### src/rtl/sslc_consts.svh
`ifndef SSLC_CONSTS_SVH
`define SSLC_CONSTS_SVH

// Lowest legal stack address; below this lies the special function register space.
`define SSLC_STACK_FLOOR 16'h0800
// One stack word in byte addresses.
`define SSLC_WORD_STEP 16'h0002
// Word-alignment mask that clears bit 0.
`define SSLC_ALIGN_MASK 16'hFFFE
// Stack pointer value after reset.
`define SSLC_SP_RESET 16'h0800

`endif

### src/rtl/sslc_pkg.sv
package sslc_pkg;
   typedef enum logic [1:0] {
      SSLC_OP_NONE = 2'h0,
      SSLC_OP_PUSH = 2'h1,
      SSLC_OP_POP = 2'h3,
      SSLC_OP_EA = 2'h2
   } sslc_op_t;

   typedef enum logic [1:0] {
      SSLC_PUSH_DATA = 2'h0,
      SSLC_PUSH_CALL = 2'h1,
      SSLC_PUSH_EXC = 2'h3
   } sslc_push_kind_t;
endpackage : sslc_pkg

### src/rtl/sslc_stack_unit.sv
`timescale 1ns/1ps
`include "sslc_consts.svh"

// How it works
// - Stack pointer holds the first free word; stack grows toward higher addresses.
// - Push uses pointer then increments; pop decrements first then uses it.
// - Call push clears the upper byte of the program counter word.
// - Exception push places status low byte beside the program counter upper byte.
// - Stack limit register gets no value from reset.
// - Bit 0 of limit and pointer always reads and acts as zero.
// - Every address made through the stack pointer is compared with the limit.
// - Push at pointer equal to limit succeeds; the next push traps.
// - Any stack address below 0800h raises an underflow trap.
module sslc_stack_unit
   import sslc_pkg::*;
(
   // Clock and reset.
   input wire logic core_clk_i,
   input wire logic rst_n_i,
   // Stack operation request from address generation.
   input wire sslc_op_t op_i,
   input wire sslc_push_kind_t push_kind_i,
   input wire logic [15:0] push_data_i,
   input wire logic [22:0] pc_i,
   input wire logic [7:0] status_low_byte_i,
   input wire logic [15:0] ea_offset_i,
   // Register writes from the core.
   input wire logic sp_wr_i,
   input wire logic [15:0] sp_wdata_i,
   input wire logic limit_wr_i,
   input wire logic [15:0] limit_wdata_i,
   // Address and data towards memory.
   output logic [15:0] effective_addr_o,
   output logic addr_valid_o,
   output logic [15:0] push_word_lo_o,
   output logic [15:0] push_word_hi_o,
   // Register views and trap request.
   output logic [15:0] stack_pointer_o,
   output logic [15:0] stack_limit_o,
   output logic stack_trap_o,
   output logic overflow_o,
   output logic underflow_o
);

   logic [15:0] stack_pointer_reg;
   logic [15:0] stack_limit_reg;
   logic [15:0] effective_addr;
   logic [15:0] next_sp;
   logic uses_sp;
   logic limit_seen;

   function automatic logic [15:0] sslc_align(input logic [15:0] v);
      sslc_align = v & `SSLC_ALIGN_MASK;
   endfunction : sslc_align

   // Only pushes and pops move the pointer; indirect accesses leave it where it is.
   function automatic logic sslc_moves_sp(input sslc_op_t op);
      sslc_moves_sp = (op == SSLC_OP_PUSH) || (op == SSLC_OP_POP);
   endfunction : sslc_moves_sp

   // Address generation: push uses the pointer as is, pop the decremented one.
   always_comb begin
      uses_sp = 1'b1;
      next_sp = stack_pointer_reg;
      effective_addr = stack_pointer_reg;
      case (op_i)
         SSLC_OP_PUSH: begin
            effective_addr = stack_pointer_reg;
            next_sp = 16'(stack_pointer_reg + `SSLC_WORD_STEP);
         end
         SSLC_OP_POP: begin
            next_sp = 16'(stack_pointer_reg - `SSLC_WORD_STEP);
            effective_addr = next_sp;
         end
         SSLC_OP_EA: begin
            effective_addr = sslc_align(16'(stack_pointer_reg + ea_offset_i));
         end
         default: begin
            uses_sp = 1'b0;
         end
      endcase
   end

   // The pointer moves upward on pushes and always names the next free word.
   always_ff @(posedge core_clk_i) begin
      if (!rst_n_i) begin
         stack_pointer_reg <= `SSLC_SP_RESET;
      end else if (sp_wr_i) begin
         stack_pointer_reg <= sslc_align(sp_wdata_i);
      end else if (sslc_moves_sp(op_i)) begin
         stack_pointer_reg <= next_sp;
      end
   end

   // The limit is deliberately outside the reset so software must set it.
   always_ff @(posedge core_clk_i) begin
      if (limit_wr_i) begin
         stack_limit_reg <= sslc_align(limit_wdata_i);
      end
   end

   // Checking aid with no reset, so it stays unknown until the first limit write, just like the limit.
   // It lets the a_limit_kept check stay quiet while the limit has no value yet; the other limit checks do not use it.
   always_ff @(posedge core_clk_i) begin
      if (limit_wr_i) begin
         limit_seen <= 1'b1;
      end
   end

   // Push word formatting for call and exception frames.
   always_comb begin
      push_word_lo_o = push_data_i;
      push_word_hi_o = 16'h0000;
      case (push_kind_i)
         SSLC_PUSH_CALL: begin
            push_word_lo_o = {pc_i[15:1], 1'b0};
            push_word_hi_o = {8'h00, 1'b0, pc_i[22:16]};
         end
         SSLC_PUSH_EXC: begin
            push_word_lo_o = {pc_i[15:1], 1'b0};
            push_word_hi_o = {status_low_byte_i, 1'b0, pc_i[22:16]};
         end
         default: begin
            push_word_lo_o = push_data_i;
            push_word_hi_o = 16'h0000;
         end
      endcase
   end

   // Overflow is strictly above the limit so a push at the limit completes.
   // An unwritten limit is unknown; software owns writing it before stack use.
   always_comb begin
      overflow_o = uses_sp && (effective_addr > stack_limit_reg);
      underflow_o = uses_sp && (effective_addr < `SSLC_STACK_FLOOR);
      stack_trap_o = overflow_o || underflow_o;
   end

   assign effective_addr_o = effective_addr;
   assign addr_valid_o = uses_sp;
   assign stack_pointer_o = stack_pointer_reg;
   assign stack_limit_o = stack_limit_reg;
endmodule : sslc_stack_unit

### config.mk
export PLATFORM = sky130hd
export DESIGN_NAME = sslc_stack_unit
export DESIGN_NICKNAME = d
export VERILOG_FILES = /design/src/rtl/sslc_pkg.sv /design/src/rtl/sslc_stack_unit.sv
export VERILOG_INCLUDE_DIRS = /design/src /design/src/rtl
export SDC_FILE = /design/constraint.sdc
export NUM_CORES = 1
export LEC_CHECK = 0
export ABC_CLOCK_PERIOD_IN_PS = 4700
export BUFFER_PORTS_ARGS = -buffer_cell sky130_fd_sc_hd__clkbuf_2
export CAP_MARGIN = 20
export CELL_PAD_IN_SITES_DETAIL_PLACEMENT = 2
export CELL_PAD_IN_SITES_GLOBAL_PLACEMENT = 2
export CORE_MARGIN = 3
export CORE_UTILIZATION = 24
export DETAILED_ROUTE_END_ITERATION = 10
export PLACE_DENSITY = 0.89
export SYNTH_ARGS = -nofsm -noshare
export SYNTH_HDL_FRONTEND = slang
export SYNTH_SLANG_ARGS = --single-unit
### constraint.sdc
create_clock -name core_clk_i -period 4.7 [get_ports core_clk_i]
set_input_delay 0.235 -clock core_clk_i [delete_from_list [all_inputs] [get_ports core_clk_i]]
set_output_delay 0.235 -clock core_clk_i [all_outputs]
set_load 0.1 [all_outputs]
# Yosys cells after proc, flatten, opt, wreduce, memory -nomap -nowiden
# Cells that the tools add are included.
# word_totals
reg_bits,31
out_inout_bits,84
wordCells,33
# classes
addsub,3
n_lt_le_gt_ge,2
n_eq_ne,5
muxes,7
bitwise,1
reduce_logical,12
# ops
op,count
16-bit case mux with 2 select lines,3
16-bit two-way mux,3
16-bit adder,1
16-bit by 2-bit adder with 16-bit output (second input constant),1
16-bit greater-than comparator,1
16-bit by 12-bit < comparator with 1-bit output (second input constant),1
16-bit by 2-bit subtractor with 16-bit output (second input constant),1
2-bit equality test (second input constant),3
2-bit by 1-bit equality test with 1-bit output (second input constant),2
2-bit AND reduction,2
2-bit nonzero test,2
2-bit OR reduction,2
3-bit nonzero test,1
3-bit OR reduction,1
1-bit logical AND,2
1-bit logical OR,2
1-bit two-way mux,1
1-bit inverter,1

# Logic depth before layout (Yosys ltp)
# Gate-level depths: netlist of run 1.
# depth
word_depth,5
ltp_mapped,18
ltp_nobuf,18

# Worst setup path before layout of run 1
# Ideal clock, no wire load.
# synth_path
kind,register to output
startpoint,register stack_pointer_reg[1] (netlist: stack_pointer_o[1])
endpoint,output port stack_trap_o
arrival_time_ns,6.862
required_ns,4.465
setup_slack_ns,-2.397
stages_incl_launch_ff,18
cell_sequence,dfxtp_1 > ha_1 > inv_1 > fa_1 > nor2b_1 > o31a_1 > o221a_1 > nor2_1 > xnor2_1 > o22ai_1 > a2bb2oi_1 > ha_1 > nand4_1 > or2_2 > o31ai_1 > nor2_1 > or3_1 > a41o_1
# synth_between
elab_chain_cells,5
word_cells_on_any_way,8
cone_classes,add/sub: 2; order compare: 2; mux: 1; reduce/logical: 3
# synth_lines
item,line,source
from (decl),sslc_stack_unit.sv:45,logic [15:0] stack_pointer_reg;
from (signal assigned),sslc_stack_unit.sv:87,stack_pointer_reg <= `SSLC_SP_RESET;
from (signal assigned),sslc_stack_unit.sv:89,stack_pointer_reg <= sslc_align(sp_wdata_i);
from (signal assigned),sslc_stack_unit.sv:91,stack_pointer_reg <= next_sp;
16-bit adder or 16-bit by 2-bit subtractor with 16-bit output (tied branches),-,
16-bit case mux with 2 select lines (*),sslc_stack_unit.sv:66,case (op_i)
via effective_addr_o[11],sslc_stack_unit.sv:33,"output logic [15:0] effective_addr_o,"
16-bit greater-than comparator (*),sslc_stack_unit.sv:133,overflow_o = uses_sp && (effective_addr > stack_limit_reg);
1-bit logical AND (*),sslc_stack_unit.sv:133,
via overflow_o,sslc_stack_unit.sv:41,"output logic overflow_o,"
1-bit logical OR (*),sslc_stack_unit.sv:135,stack_trap_o = overflow_o || underflow_o;
to (decl),sslc_stack_unit.sv:40,"output logic stack_trap_o,"
# The timed path passes the listed nets; every way through them passes the cells marked *.

# Final worst setup path of run 1
# layout_path
startpoint,register stack_pointer_reg[1] (netlist: stack_pointer_o[1])
endpoint,output port stack_trap_o
# layout_between
elab_chain_cells,5
word_cells_on_any_way,8
cone_classes,add/sub: 2; order compare: 2; mux: 1; reduce/logical: 3
# layout_lines
item,line
16-bit adder or 16-bit by 2-bit subtractor with 16-bit output (tied branches),-
16-bit case mux with 2 select lines (*),sslc_stack_unit.sv:66
16-bit greater-than comparator or 16-bit by 12-bit < comparator with 1-bit output (tied branches),-
"1-bit logical AND, on equally long branches","sslc_stack_unit.sv:133, sslc_stack_unit.sv:134"
1-bit logical OR (*),sslc_stack_unit.sv:135
# Every way passes the cells marked *; elsewhere a longest branch is shown, timed or not.

==> impl_results.md, run 1 <==
* Antenna Nets Post-Route at 0
* FP Rows at 42
* Ys flop type: edfxtp_1
* Setup Viol. Count Final at 1
* Cells after Synth at approximately 440
* CTS tree: built
* Overall Global Routing Usage at 19.36%
* Crit share post-route at 101.9%
* Failing checks: negative setup slack
* Crit path kind: reg2out
* Leak at 2.371 nW
* First-pass DRT Iterations at 4
* Cell with the most instances after synthesis: nand2_1
* Worst Setup End Kind: primary output
* Largest net degree at the start of global routing at 41
* R2R Path Start: stack_pointer_o[1]
* Final Max Slew Viols at 0
* Tightest Pin Transition at 0.6283 ns
* Clock Latency Late Sink at 0.29 ns
* Syn Area/Cell at about 7.7 um^2
* Placed Instances at 780
* CP required at 4.47 ns
* Final Skew at 0.005903 ns
* Initial DRC Count at 151
* Yosys top cell area share at a little over an eighth
* Worst Path Arrival at 4.55 ns
* DR WL/cell at 20.37 um
* CP Max Fanout at 6
* Core area at about 14000 um^2
* Synthesized area at 3415 um^2
* GP Congestion at 0.9348
* Number of synthesized flops with an enable pin at 15
* Die width at 125.3 um
* CP cell instances: ha_4 > inv_2 > fa_2 > nor2b_2 > o31a_1 > o21a_1 > nor2_2 > o21bai_1 > a21oi_1 > mux2i_1 > a2111o_2 > ha_4 > nand4_1 > or2_4 > o31ai_4 > a211oi_1 > or3_4 > a41o_4 > buf_12
* Final Util at 36.55%
* CTS clock-pin slew for the worst setup and hold paths at 0.06 ns
* Max_cap viols at 0
* Sequential cell area fraction in the yosys report at ~22%
* Ys Warns at 0
* Hold Path Sink: stack_limit_o[2]
* Worst vdd ir at 191.4 uV
* Post-route insts no fill at 796
* FF-to-FF path depth at 10
* Initial antenna violation count at 0
* Sink Count at 30
* Top area cells in the synthesized netlist: edfxtp_1 (13%), ha_1 (11%), dfxtp_1 (8.8%), nand2_1 (5.3%), mux2_2 (4.9%)
* Hold Crit Start: limit_wdata_i[2]
* Final min period at about 4.8 ns
* Grt total ovfl at 0
* Status: finished with violations
* IO buf count at 178
* Die Ht at about 130 um
* Pwr dens at 324.2 nW/um^2
* Final worst slack at -0.08915 ns
* Count of unique library cells instantiated by Yosys at 61
* IO Count at 187
* Effective utilization at floorplan at between 20% and 30%
* # diodes at 0
* Register-to-Register Setup Slack at 2.16 ns
* DR vias/cell at 5.196
* Clock root buffer: clkbuf_16
* TNS Setup at -0.08915 ns
* FMAX at 0.2088 GHz
* Area after DPL at 4657 um^2
* Share of layout cells above drive strength 1 at 44.52%
* CP startpoint kind: register
* Most frequent CP cell: ha_4
* Cts bufs inserted at 5
* CP peak stage delay at 0.46 ns
* Clock Path Buffers at 2
* Post-route cell area at 4956 um^2
* Global-route wire length before repair at 24680 um
* Die ar. at 15690 um^2
* Final WL at 16220 um
* Hpwl dp at 12510 um
* Vias in the first global route at 4694
* Class of the worst hold path: in2reg
* DR DRC count at 0
* Placement Setup Slack at 0.2007 ns
* Final-layout fill cell count at 1568
* Routed vias at 4136
* Yosys reg bits at 30
* Post-synthesis async set-or-reset flop share at 0%
* Hold Path Cell Cnt at 1
* Post-synth top cells: nand2_1 (48), o21ai_0 (33), a21oi_1 (31), ha_1 (31), nor2_1 (28)
* Slew HR at 58.11%
* Critical-path top delay cell: a2111o_2
* Reg-to-Reg End: stack_pointer_o[15]
* Area growth syn-to-layout at 45.14%
* Nets at 754
* Yosys top cell by area: edfxtp_1
* Final Hold Fails at 0
* H-tree depth at 2
* RSZ-0062 raised after global routing: yes
-- how the worst max path moves through the flow --
stage / start / end / slack, ns / cells after the start
global route: stack_pointer_o[2] / stack_trap_o / -0.33 / 18
detailed placement: stack_pointer_o[2] / stack_trap_o / 0.20 / 15
CTS: stack_pointer_o[1] / stack_trap_o / 0.005 / 19
global placement: stack_pointer_o[1] / stack_trap_o / 0.36 / 19
floorplan: stack_pointer_o[1] / stack_trap_o / -0.14 / 15
finish: stack_pointer_o[1] / stack_trap_o / -0.09 / 19
-- registers in the layout (all words and copies together), names as in the netlist --
signal / flops
stack_limit_o: 15
stack_pointer_o: 15
-- layout make-up --
| cell class | instances | area, um^2 | area share [%] |
|---|---|---|---|
| Clock buffer | 6 | 128.9 | 2.600 |
| Tap cell | 176 | 220.2 | 4.443 |
| Timing Repair Buffer | 195 | 1033 | 20.85 |
| Clock inverter | 2 | 8.758 | 0.1767 |
| Multi-Input combinational cell | 360 | 2680 | 54.08 |
| Inverter | 27 | 105.1 | 2.121 |
| Sequential cell | 30 | 779.5 | 15.73 |
-- placed cells by master (no fill, tap or decap), drive strengths merged, types with 6 or more instances in the layout --
cell type	Yosys	routed
mux2	15	15
o21ai	35	35
clkbuf	17	182
nor2	30	30
xnor2	13	13
a21o	6	6
nand3	10	10
edfxtp	15	15
nand4	6	6
xor2	11	11
nand2	48	48
nor3	6	6
inv	27	26
a21oi	31	31
o21a	8	8
o22ai	7	7
and2	21	21
buf	12	19
or3	7	7
ha	31	31
dfxtp	15	15
and3	12	12
-- per-stage QoR --
step           power [mW]  hold WS (ns)
6_report            1.607        0.1256
4_1_cts             1.589        0.1257
3_3_place_gp        1.221        0.4115
3_5_place_dp        1.256        0.4139
2_1_floorplan       1.049        0.3339
5_1_grt             1.680        0.1221
-- logic make-up (layout without fill, tap and decap cells) --
group | Yosys count | in the layout | synth area share [%]
AND/OR/NAND/NOR | 164 | 164 | 25.10
adder cells (fa/ha/maj) | 32 | 32 | 11.95
multiplexers | 18 | 18 | 5.826
flip-flops | 30 | 30 | 21.99
other | 1 | 4 | 0.1098
buffers and inverters | 56 | 230 | 6.962
AO/OA/AOI/OAI | 118 | 118 | 21.91
XOR/XNOR | 24 | 24 | 6.156
-- power by group --
group / internal (mW) / switching, mW / leakage (nW)
registers: 0.297 / 0.0318 / 0.276
logic: 0.244 / 0.716 / 2.03
clock network: 0.194 / 0.125 / 0.0683
-- metal layers --
metal,up-vias,GRT usage [%],part of all wire (%)
met5,-,0,0
met4,0,5.548,2.5
met3,29,5.288,7.4
met2,189,36.73,51
met1,1991,20.93,39
li1,1927,-,-
-- critical path, delay by kind of cell, from the launching register on --
family                     cells  cell delay [ns]
AOI/OAI and AO/OA              8             1.97
adders and majority gates      3             0.67
buffers and inverters          2             0.22
DFF                            1             0.37
muxes                          1             0.12
and+or+nand+nor                5             0.89
-- timing repair --
item                                    in CTS  in global routing
gates cloned                                 0                  0
gates resized for setup                      8                 13
buffers inserted                             2                  6
endpoints found under the setup margin       2                  2
hold buffers                                 0                  0
pin swaps                                    3                 21
No activity file was read; power rests on OpenSTA's default activity.
==> run 2: changes to the inputs <==
==> constraint.sdc (replaced) <==
create_clock -name core_clk_i -period 4.7 [get_ports core_clk_i]
set_input_delay 0 -clock core_clk_i [delete_from_list [all_inputs] [get_ports core_clk_i]]
set_output_delay 0 -clock core_clk_i [all_outputs]
set_load 0.1 [all_outputs]
==> run 2 against run 1 <==
  * The flow now finishes without violations
  * Non-clock buffer count grew 8
  * Setup slack better by 0.30 ns
  * Sequential power up 1%
  * Global-route usage about the same
  * Critical path depth stayed put
  * Via count barely moved
  * Combinational power shrank 2.5%
  * Final area grew 0.23%
  * Worst hold slack worse by 0.11 ns
  * Fmax rose by 6.6%
  * Sequential cell count stayed put
  * Critical endpoint unchanged
==> impl_results.md, run 2 (synthesized netlist as in run 1, its figures left out) <==
* Status: completed (was finished with violations)
* GP Congestion at 0.8883 (was 0.9348)
* Placed Instances at 777 (was 780)
* Effective utilization at floorplan at 25.18% (unchanged)
* Crit share post-route at 95.57% (was 101.9%)
* Vias in the first global route at 4584 (was 4694)
* Die Ht at 125.3 um (unchanged)
* # diodes at 0 (unchanged)
* Hold Path Cell Cnt at 3 (was 1)
* Setup Viol. Count Final at 0 (was 1)
* CP startpoint kind: register (unchanged)
* Final-layout fill cell count at 1574 (was 1568)
* Largest net degree at the start of global routing at 42 (was 41)
* Cts bufs inserted at 5 (unchanged)
* Commonest non-fill, non-tap cell in the layout: clkbuf_2 (unchanged)
* Final min period at 4.492 ns (was 4.789 ns)
* Grt total ovfl at 0 (unchanged)
* CTS clock-pin slew for the worst setup and hold paths at 0.06 ns (about the same)
* Core area at 13560 um^2 (unchanged)
* Pwr dens at 319.0 nW/um^2 (was 324.2 nW/um^2)
* Max_cap viols at 0 (unchanged)
* Clock Latency Late Sink at 0.29 ns (about the same)
* Slew HR at 58.83% (was 58.11%)
* FP Rows at 42 (unchanged)
* Global-route wire length before repair at 24800 um (was 24680 um)
* Post-route insts no fill at 804 (was 796)
* Crit path kind: reg2out (unchanged)
* Initial DRC Count at 225 (was 151)
* Overall Global Routing Usage at 19.39% (was 19.36%)
* Final Hold Fails at 0 (unchanged)
* Placement Setup Slack at 0.2632 ns (was 0.2007 ns)
* CP required at 4.70 ns (was 4.47 ns)
* FF-to-FF path depth at 9 (was 10)
* Nets at 762 (was 754)
* CP Max Fanout at 8 (was 6)
* Final Max Slew Viols at 0 (unchanged)
* H-tree depth at 2 (unchanged)
* Final worst slack at 0.2081 ns (was -0.08915 ns)
* Final WL at 15710 um (was 16220 um)
* Tightest Pin Transition at 0.6176 ns (was 0.6283 ns)
* Routed vias at 4134 (was 4136)
* Worst Path Arrival at 4.49 ns (was 4.55 ns)
* Class of the worst hold path: in2reg (unchanged)
* Pwr Total at 1.584 mW (was 1.607 mW)
* Hpwl dp at 12200 um (was 12510 um)
* Clock Path Buffers at 2 (unchanged)
* Die ar. at 15690 um^2 (unchanged)
* DR vias/cell at 5.142 (was 5.196)
* Final Util at 36.64% (was 36.55%)
* Antenna Nets Post-Route at 0 (unchanged)
* IO buf count at 178 (unchanged)
* Area growth syn-to-layout at 45.47% (was 45.14%)
* DR DRC count at 0 (unchanged)
* Die width at 125.3 um (unchanged)
* Final Skew at 0.006295 ns (was 0.005903 ns)
* Clock root buffer: clkbuf_16 (unchanged)
* Worst Setup End Kind: primary output (unchanged)
* Leak at 2.384 nW (was 2.371 nW)
* FMAX at 0.2226 GHz (was 0.2088 GHz)
* Commonest non-fill, non-tap cells in the layout: clkbuf_2 (177), nand2_1 (48), o21ai_0 (30) (was clkbuf_2 (176), nand2_1 (48), o21ai_0 (30))
* Initial antenna violation count at 0 (unchanged)
* DR WL/cell at 19.53 um (was 20.37 um)
* First-pass DRT Iterations at 4 (unchanged)
* IO Count at 187 (unchanged)
* Share of layout cells above drive strength 1 at 39.97% (was 44.52%)
* CTS tree: built (unchanged)
* Sink Count at 30 (unchanged)
* Worst vdd ir at 254.5 uV (was 191.4 uV)
run 2: cell count changes in the layout (fill, tap and decap cells not counted), sizes merged:
cell | before | now
dlygate4sd3 | 0 | 16
buf | 19 | 10
clkbuf | 182 | 185
clkinv | 2 | 0
run 2: worst paths after layout:
kind / slack, ns / startpoint / to
max reg2reg: 2.03 / stack_pointer_o[2] / stack_pointer_o[7]
min: 0.02 / sp_wdata_i[2] / stack_pointer_o[2]
min reg2reg: 0.74 / stack_pointer_o[11] / stack_pointer_o[11]
max: 0.21 / stack_pointer_o[1] / stack_trap_o
run 2: per-stage QoR:
step	hold slack, ns	area [um^2]	TNS [ns]
after floorplan	0.09887	3593	0
after global placement	0.1764	4613	0
after detailed placement	0.1791	4613	0
after CTS	0.01511	4912	0
after global routing	0.04908	4967	-0.001190
final	0.01645	4967	0
run 2: worst max-delay path: stages (launching register included):
cell and delay [ns]:
dfxtp_4 0.40, ha_4 0.16, inv_1 0.05, fa_1 0.42, nor2b_2 0.15, o31a_1 0.19, o21a_1 0.13, nor2_1 0.06
o21bai_1 0.13, a21oi_1 0.09, mux2i_1 0.15, a2111o_2 0.46, ha_1 0.31, nand4_1 0.09, or2_4 0.27, o31ai_4 0.21
nor3_1 0.08, or3_4 0.40, a41o_4 0.25, buf_6 0.18
run 2: power breakdown:
group	total [mW]	internal [mW]	switching, mW
combinational	0.936	0.234	0.702
clock	0.316	0.197	0.119
sequential	0.332	0.297	0.0352
total	1.58	0.728	0.856
run 2: timing repair:
action,4_1_cts,5_1_grt
buffers inserted,0,3
setup endpoints to repair,1,2
hold buffers,16,0
pin swaps,0,3
hold endpoints to repair,16,0
resized for setup,1,7
run 2: layer usage:
metal	vias up	part of all wire [%]	track usage [%]
li1	1947	-	-
met1	1995	39	21.60
met2	176	53	36.95
met3	16	7.0	4.904
met4	0	1.2	4.209
met5	-	0	0
run 2: cell type report:
cell class / instances / area [um^2] / area share, %
multi-input combinational: 360 / 2605 / 52.44
timing repair buffer: 203 / 1125 / 22.64
sequential: 30 / 775.7 / 15.62
tap: 176 / 220.2 / 4.433
clock buffer: 8 / 136.4 / 2.746
inverter: 27 / 105.1 / 2.116
==> run 3: changes to the inputs <==
Settings changed: ABC_AREA set to 1, CORE_ASPECT_RATIO set to 1.25, CORE_UTILIZATION 24 to 23, PLACE_DENSITY 0.89 to 0.88.
==> run 3 against run 2 <==
  * The flow now finishes with violations (negative hold slack)
  * Sequential share of layout area is 1.3 points lower
  * Final area grew 6.5%
  * Non-clock buffer count up 2
  * Total power up 2.2%
  * Critical endpoint unchanged
  * Largest cell class unchanged
==> impl_results.md, run 3 <==
* Nets at 941 (was 762)
* Cells after Synth at 612 (was 443)
* Overall Global Routing Usage at 20.91% (was 19.39%)
* Post-route cell area at 5293 um^2 (was 4967 um^2)
* Failing checks: negative hold slack
* Final worst slack at 0.6577 ns (was 0.2081 ns)
* Yosys top cell area share at 14.98% (was 13.19%)
* Sequential share of power at 20.3% (was 21.0%)
* DR DRC count at 0 (unchanged)
* DR vias/cell at 4.868 (was 5.142)
* Largest net degree at the start of global routing at 25 (was 42)
* Post-synth top cells: nand2_1 (151), inv_1 (107), nor2_1 (53) (was nand2_1 (48), o21ai_0 (33), a21oi_1 (31), ha_1 (31), nor2_1 (28))
* Worst Setup End Kind: primary output (unchanged)
* Post-synthesis async set-or-reset flop share at 0% (unchanged)
* Yosys top cell by area: nand2_1 (was edfxtp_1)
* Max_cap viols at 0 (unchanged)
* Reg-to-Reg End: stack_pointer_o[9] (was stack_pointer_o[7])
* Worst vdd ir at 146.1 uV (was 254.5 uV)
* Most frequent CP cell: nand2_1
* Grt total ovfl at 0 (unchanged)
* TNS Setup at 0 ns (unchanged)
* Multi-input gate area at 2566 um^2 (was 2605 um^2)
* CP required at 4.70 ns (about the same)
* Post-CTS resize count at 0 (was 1)
* Area after DPL at 4964 um^2 (was 4613 um^2)
* Clock Path Buffers at 2 (unchanged)
* Pwr dens at 306.0 nW/um^2 (was 319.0 nW/um^2)
* FF+latch area at 757.0 um^2 (was 775.7 um^2)
* Final WL at 18940 um (was 15710 um)
* Final Skew at 0.004239 ns (was 0.006295 ns)
* Commonest non-fill, non-tap cells in the layout: clkbuf_2 (178), nand2_1 (151), inv_1 (107) (was clkbuf_2 (177), nand2_1 (48), o21ai_0 (30))
* Share of layout cells above drive strength 1 at 31.23% (was 39.97%)
* FF-to-FF path depth at 8 (was 9)
* Pwr Total at 1.620 mW (was 1.584 mW)
* Vias in the first global route at 5347 (was 4584)
* Placement Setup Slack at 1.065 ns (was 0.2632 ns)
* Clock Latency Late Sink at 0.28 ns (was 0.29 ns)
* Final min period at 4.042 ns (was 4.492 ns)
* IO buf count at 178 (unchanged)
* Crit path kind: reg2out (unchanged)
* Leak at 2.861 nW (was 2.384 nW)
* Class of the worst hold path: in2reg (unchanged)
* Internal at 0.7019 mW (was 0.7280 mW)
* Hold_buf cts at 19 (was 16)
* Post-route insts no fill at 1019 (was 804)
* Switch share at 56.66% (was 54.05%)
* Slew HR at 61.22% (was 58.83%)
* Worst setup endpoint: stack_trap_o (unchanged)
* Net switching power at 0.9176 mW (was 0.8563 mW)
* RSZ-0062 raised after global routing: no
* Antenna Nets Post-Route at 0 (unchanged)
* Effective utilization at floorplan at 23.91% (was 25.18%)
* First-pass DRT Iterations at 6 (was 4)
* Die ar. at 18040 um^2 (was 15690 um^2)
* Placed Instances at 992 (was 777)
* Crit path from: stack_pointer_o[1] (unchanged)
* Die width at 120.7 um (was 125.3 um)
* Number of synthesized flops with an enable pin at 15 (unchanged)
* Core area at 15830 um^2 (was 13560 um^2)
* Commonest non-fill, non-tap cell in the layout: clkbuf_2 (unchanged)
* Count of unique library cells instantiated by Yosys at 37 (was 61)
* Final-layout fill cell count at 2030 (was 1574)
* Yosys reg bits at 30 (unchanged)
* Die Ht at 149.4 um (was 125.3 um)
* Initial antenna violation count at 0 (unchanged)
* Area growth syn-to-layout at 39.88% (was 45.47%)
* Tightest Pin Transition at 0.5817 ns (was 0.6176 ns)
* CP Max Fanout at 8 (unchanged)
* FP Rows at 51 (was 42)
* Clock Power Share at 20.0% (about the same)
* Ys flop type: edfxtp_1 (unchanged)
* IO Count at 187 (unchanged)
* H-tree depth at 2 (unchanged)
* Clock root buffer: clkbuf_16 (unchanged)
* Setup Viol. Count Final at 0 (unchanged)
* Sequential cell area fraction in the yosys report at 19.84% (was 21.99%)
* CTS clock-pin slew for the worst setup and hold paths at 0.05 ns (was 0.06 ns)
* Crit share post-route at 86.01% (was 95.57%)
* Syn Area/Cell at 6.182 um^2 (was 7.708 um^2)
* Initial DRC Count at 263 (was 225)
* Final Hold Fails at 1 (was 0)
* Synthesized area at 3784 um^2 (was 3415 um^2)
* Final Max Slew Viols at 0 (unchanged)
* Critical-path top delay cell: clkbuf_2 (was a2111o_2)
* Ys Warns at 0 (unchanged)
* Comb power frac at 59.7% (was 59.1%)
* CTS tree: built (unchanged)
* FMAX at 0.2474 GHz (was 0.2226 GHz)
* # diodes at 0 (unchanged)
* CP peak stage delay at 0.49 ns (was 0.46 ns)
* R2R Path Start: stack_pointer_o[1] (was stack_pointer_o[2])
* Global-route wire length before repair at 29590 um (was 24800 um)
* Top area cells in the synthesized netlist: nand2_1 (15%), edfxtp_1 (12%), inv_1 (11%), ha_1 (10%), dfxtp_1 (7.9%) (was edfxtp_1 (13%), ha_1 (11%), dfxtp_1 (8.8%), nand2_1 (5.3%), mux2_2 (4.9%))
* Hpwl dp at 15350 um (was 12200 um)
* CP startpoint kind: register (unchanged)
* Routed vias at 4960 (was 4134)
* Sink Count at 30 (unchanged)
* Setup bufs post-CTS at 0 (unchanged)
* Hold Worst Slack at -0.006212 ns (was 0.01645 ns)
* GP Congestion at 0.8443 (was 0.8883)
* CP cell instances: ha_1 > inv_1 > fa_1 > inv_1 > nand2_1 > nand3_1 > nand2_1 > nand2_1 > nand2_1 > nand3_1 > nand2_1 > nand2_1 > inv_1 > ha_1 > nand2_1 > inv_1 > o21ai_0 > a21oi_1 > nor2_1 > a21oi_4 > o21bai_4 > clkbuf_2 (was ha_4 > inv_1 > fa_1 > nor2b_2 > o31a_1 > o21a_1 > nor2_1 > o21bai_1 > a21oi_1 > mux2i_1 > a2111o_2 > ha_1 > nand4_1 > or2_4 > o31ai_4 > nor3_1 > or3_4 > a41o_4 > buf_6)
* Cts bufs inserted at 5 (unchanged)
* DR WL/cell at 18.59 um (was 19.53 um)
* Cell with the most instances after synthesis: nand2_1 (unchanged)
* Register-to-Register Setup Slack at 2.81 ns (was 2.03 ns)
* Status: finished with violations (was completed)
* Final Util at 33.44% (was 36.64%)
* Worst Path Arrival at 4.04 ns (was 4.49 ns)
## run 3: metal layers
metal  track usage [%]  routed length (um)  share of wire [%]  up-vias
met3             2.693                 732                3.9       29
met5                 0                   0                  0        -
met4             6.916                 466                2.5        0
li1                  -                   -                  -     2374
met1             23.98                7630                 40     2423
met2             39.61               10110                 53      134
## run 3: cell type report
class / instances / area share [%]
Sequential cell: 30 / 14.30
Timing Repair Buffer: 205 / 21.56
Clock buffer: 6 / 2.435
Multi-Input combinational cell: 451 / 48.49
Clock inverter: 2 / 0.1891
Tap cell: 212 / 5.012
Inverter: 113 / 8.014
## run 3: kinds of logic (layout without fill, tap and decap cells)
kind of cell               Yosys count  in the layout  synth area share (%)
muxes                               15             15                 4.464
other                                1              4               0.09911
and+or+nand+nor                    295            295                 34.59
buffers and inverters              134            326                 14.38
adders and majority gates           32             32                 10.78
xor gates and xnor gates             4              4                0.9258
AOI/OAI and AO/OA                  101            101                 14.91
DFF                                 30             30                 19.84
## run 3: power by group through the flow
stage,Clock (mW),Combinational (mW),Sequential (mW)
floorplan,0,0.588,0.472
global placement,0,0.921,0.333
detailed placement,0,0.948,0.334
CTS,0.329,0.967,0.328
global route,0.344,1.03,0.332
finish,0.324,0.967,0.328
## run 3: worst min path at each step
stage | start | end | slack [ns] | depth (start not counted)
final | sp_wdata_i[15] | stack_pointer_o[15] | -0.006 | 3
after floorplan | limit_wdata_i[10] | stack_limit_o[10] | 0.1 | 0
after detailed placement | limit_wdata_i[9] | stack_limit_o[9] | 0.18 | 1
after global routing | sp_wdata_i[8] | stack_pointer_o[8] | 0.03 | 3
after CTS | sp_wdata_i[15] | stack_pointer_o[15] | 0.001 | 3
after global placement | limit_wdata_i[5] | stack_limit_o[5] | 0.18 | 1
## run 3: worst max-delay path, delay by kind of cell, from the launching register on
| family | cells | cell delay (ns) |
|---|---|---|
| compound gates | 4 | 0.56 |
| fa+ha+maj | 3 | 0.96 |
| buf+inv | 5 | 0.92 |
| flops | 1 | 0.42 |
| simple gates | 10 | 0.90 |
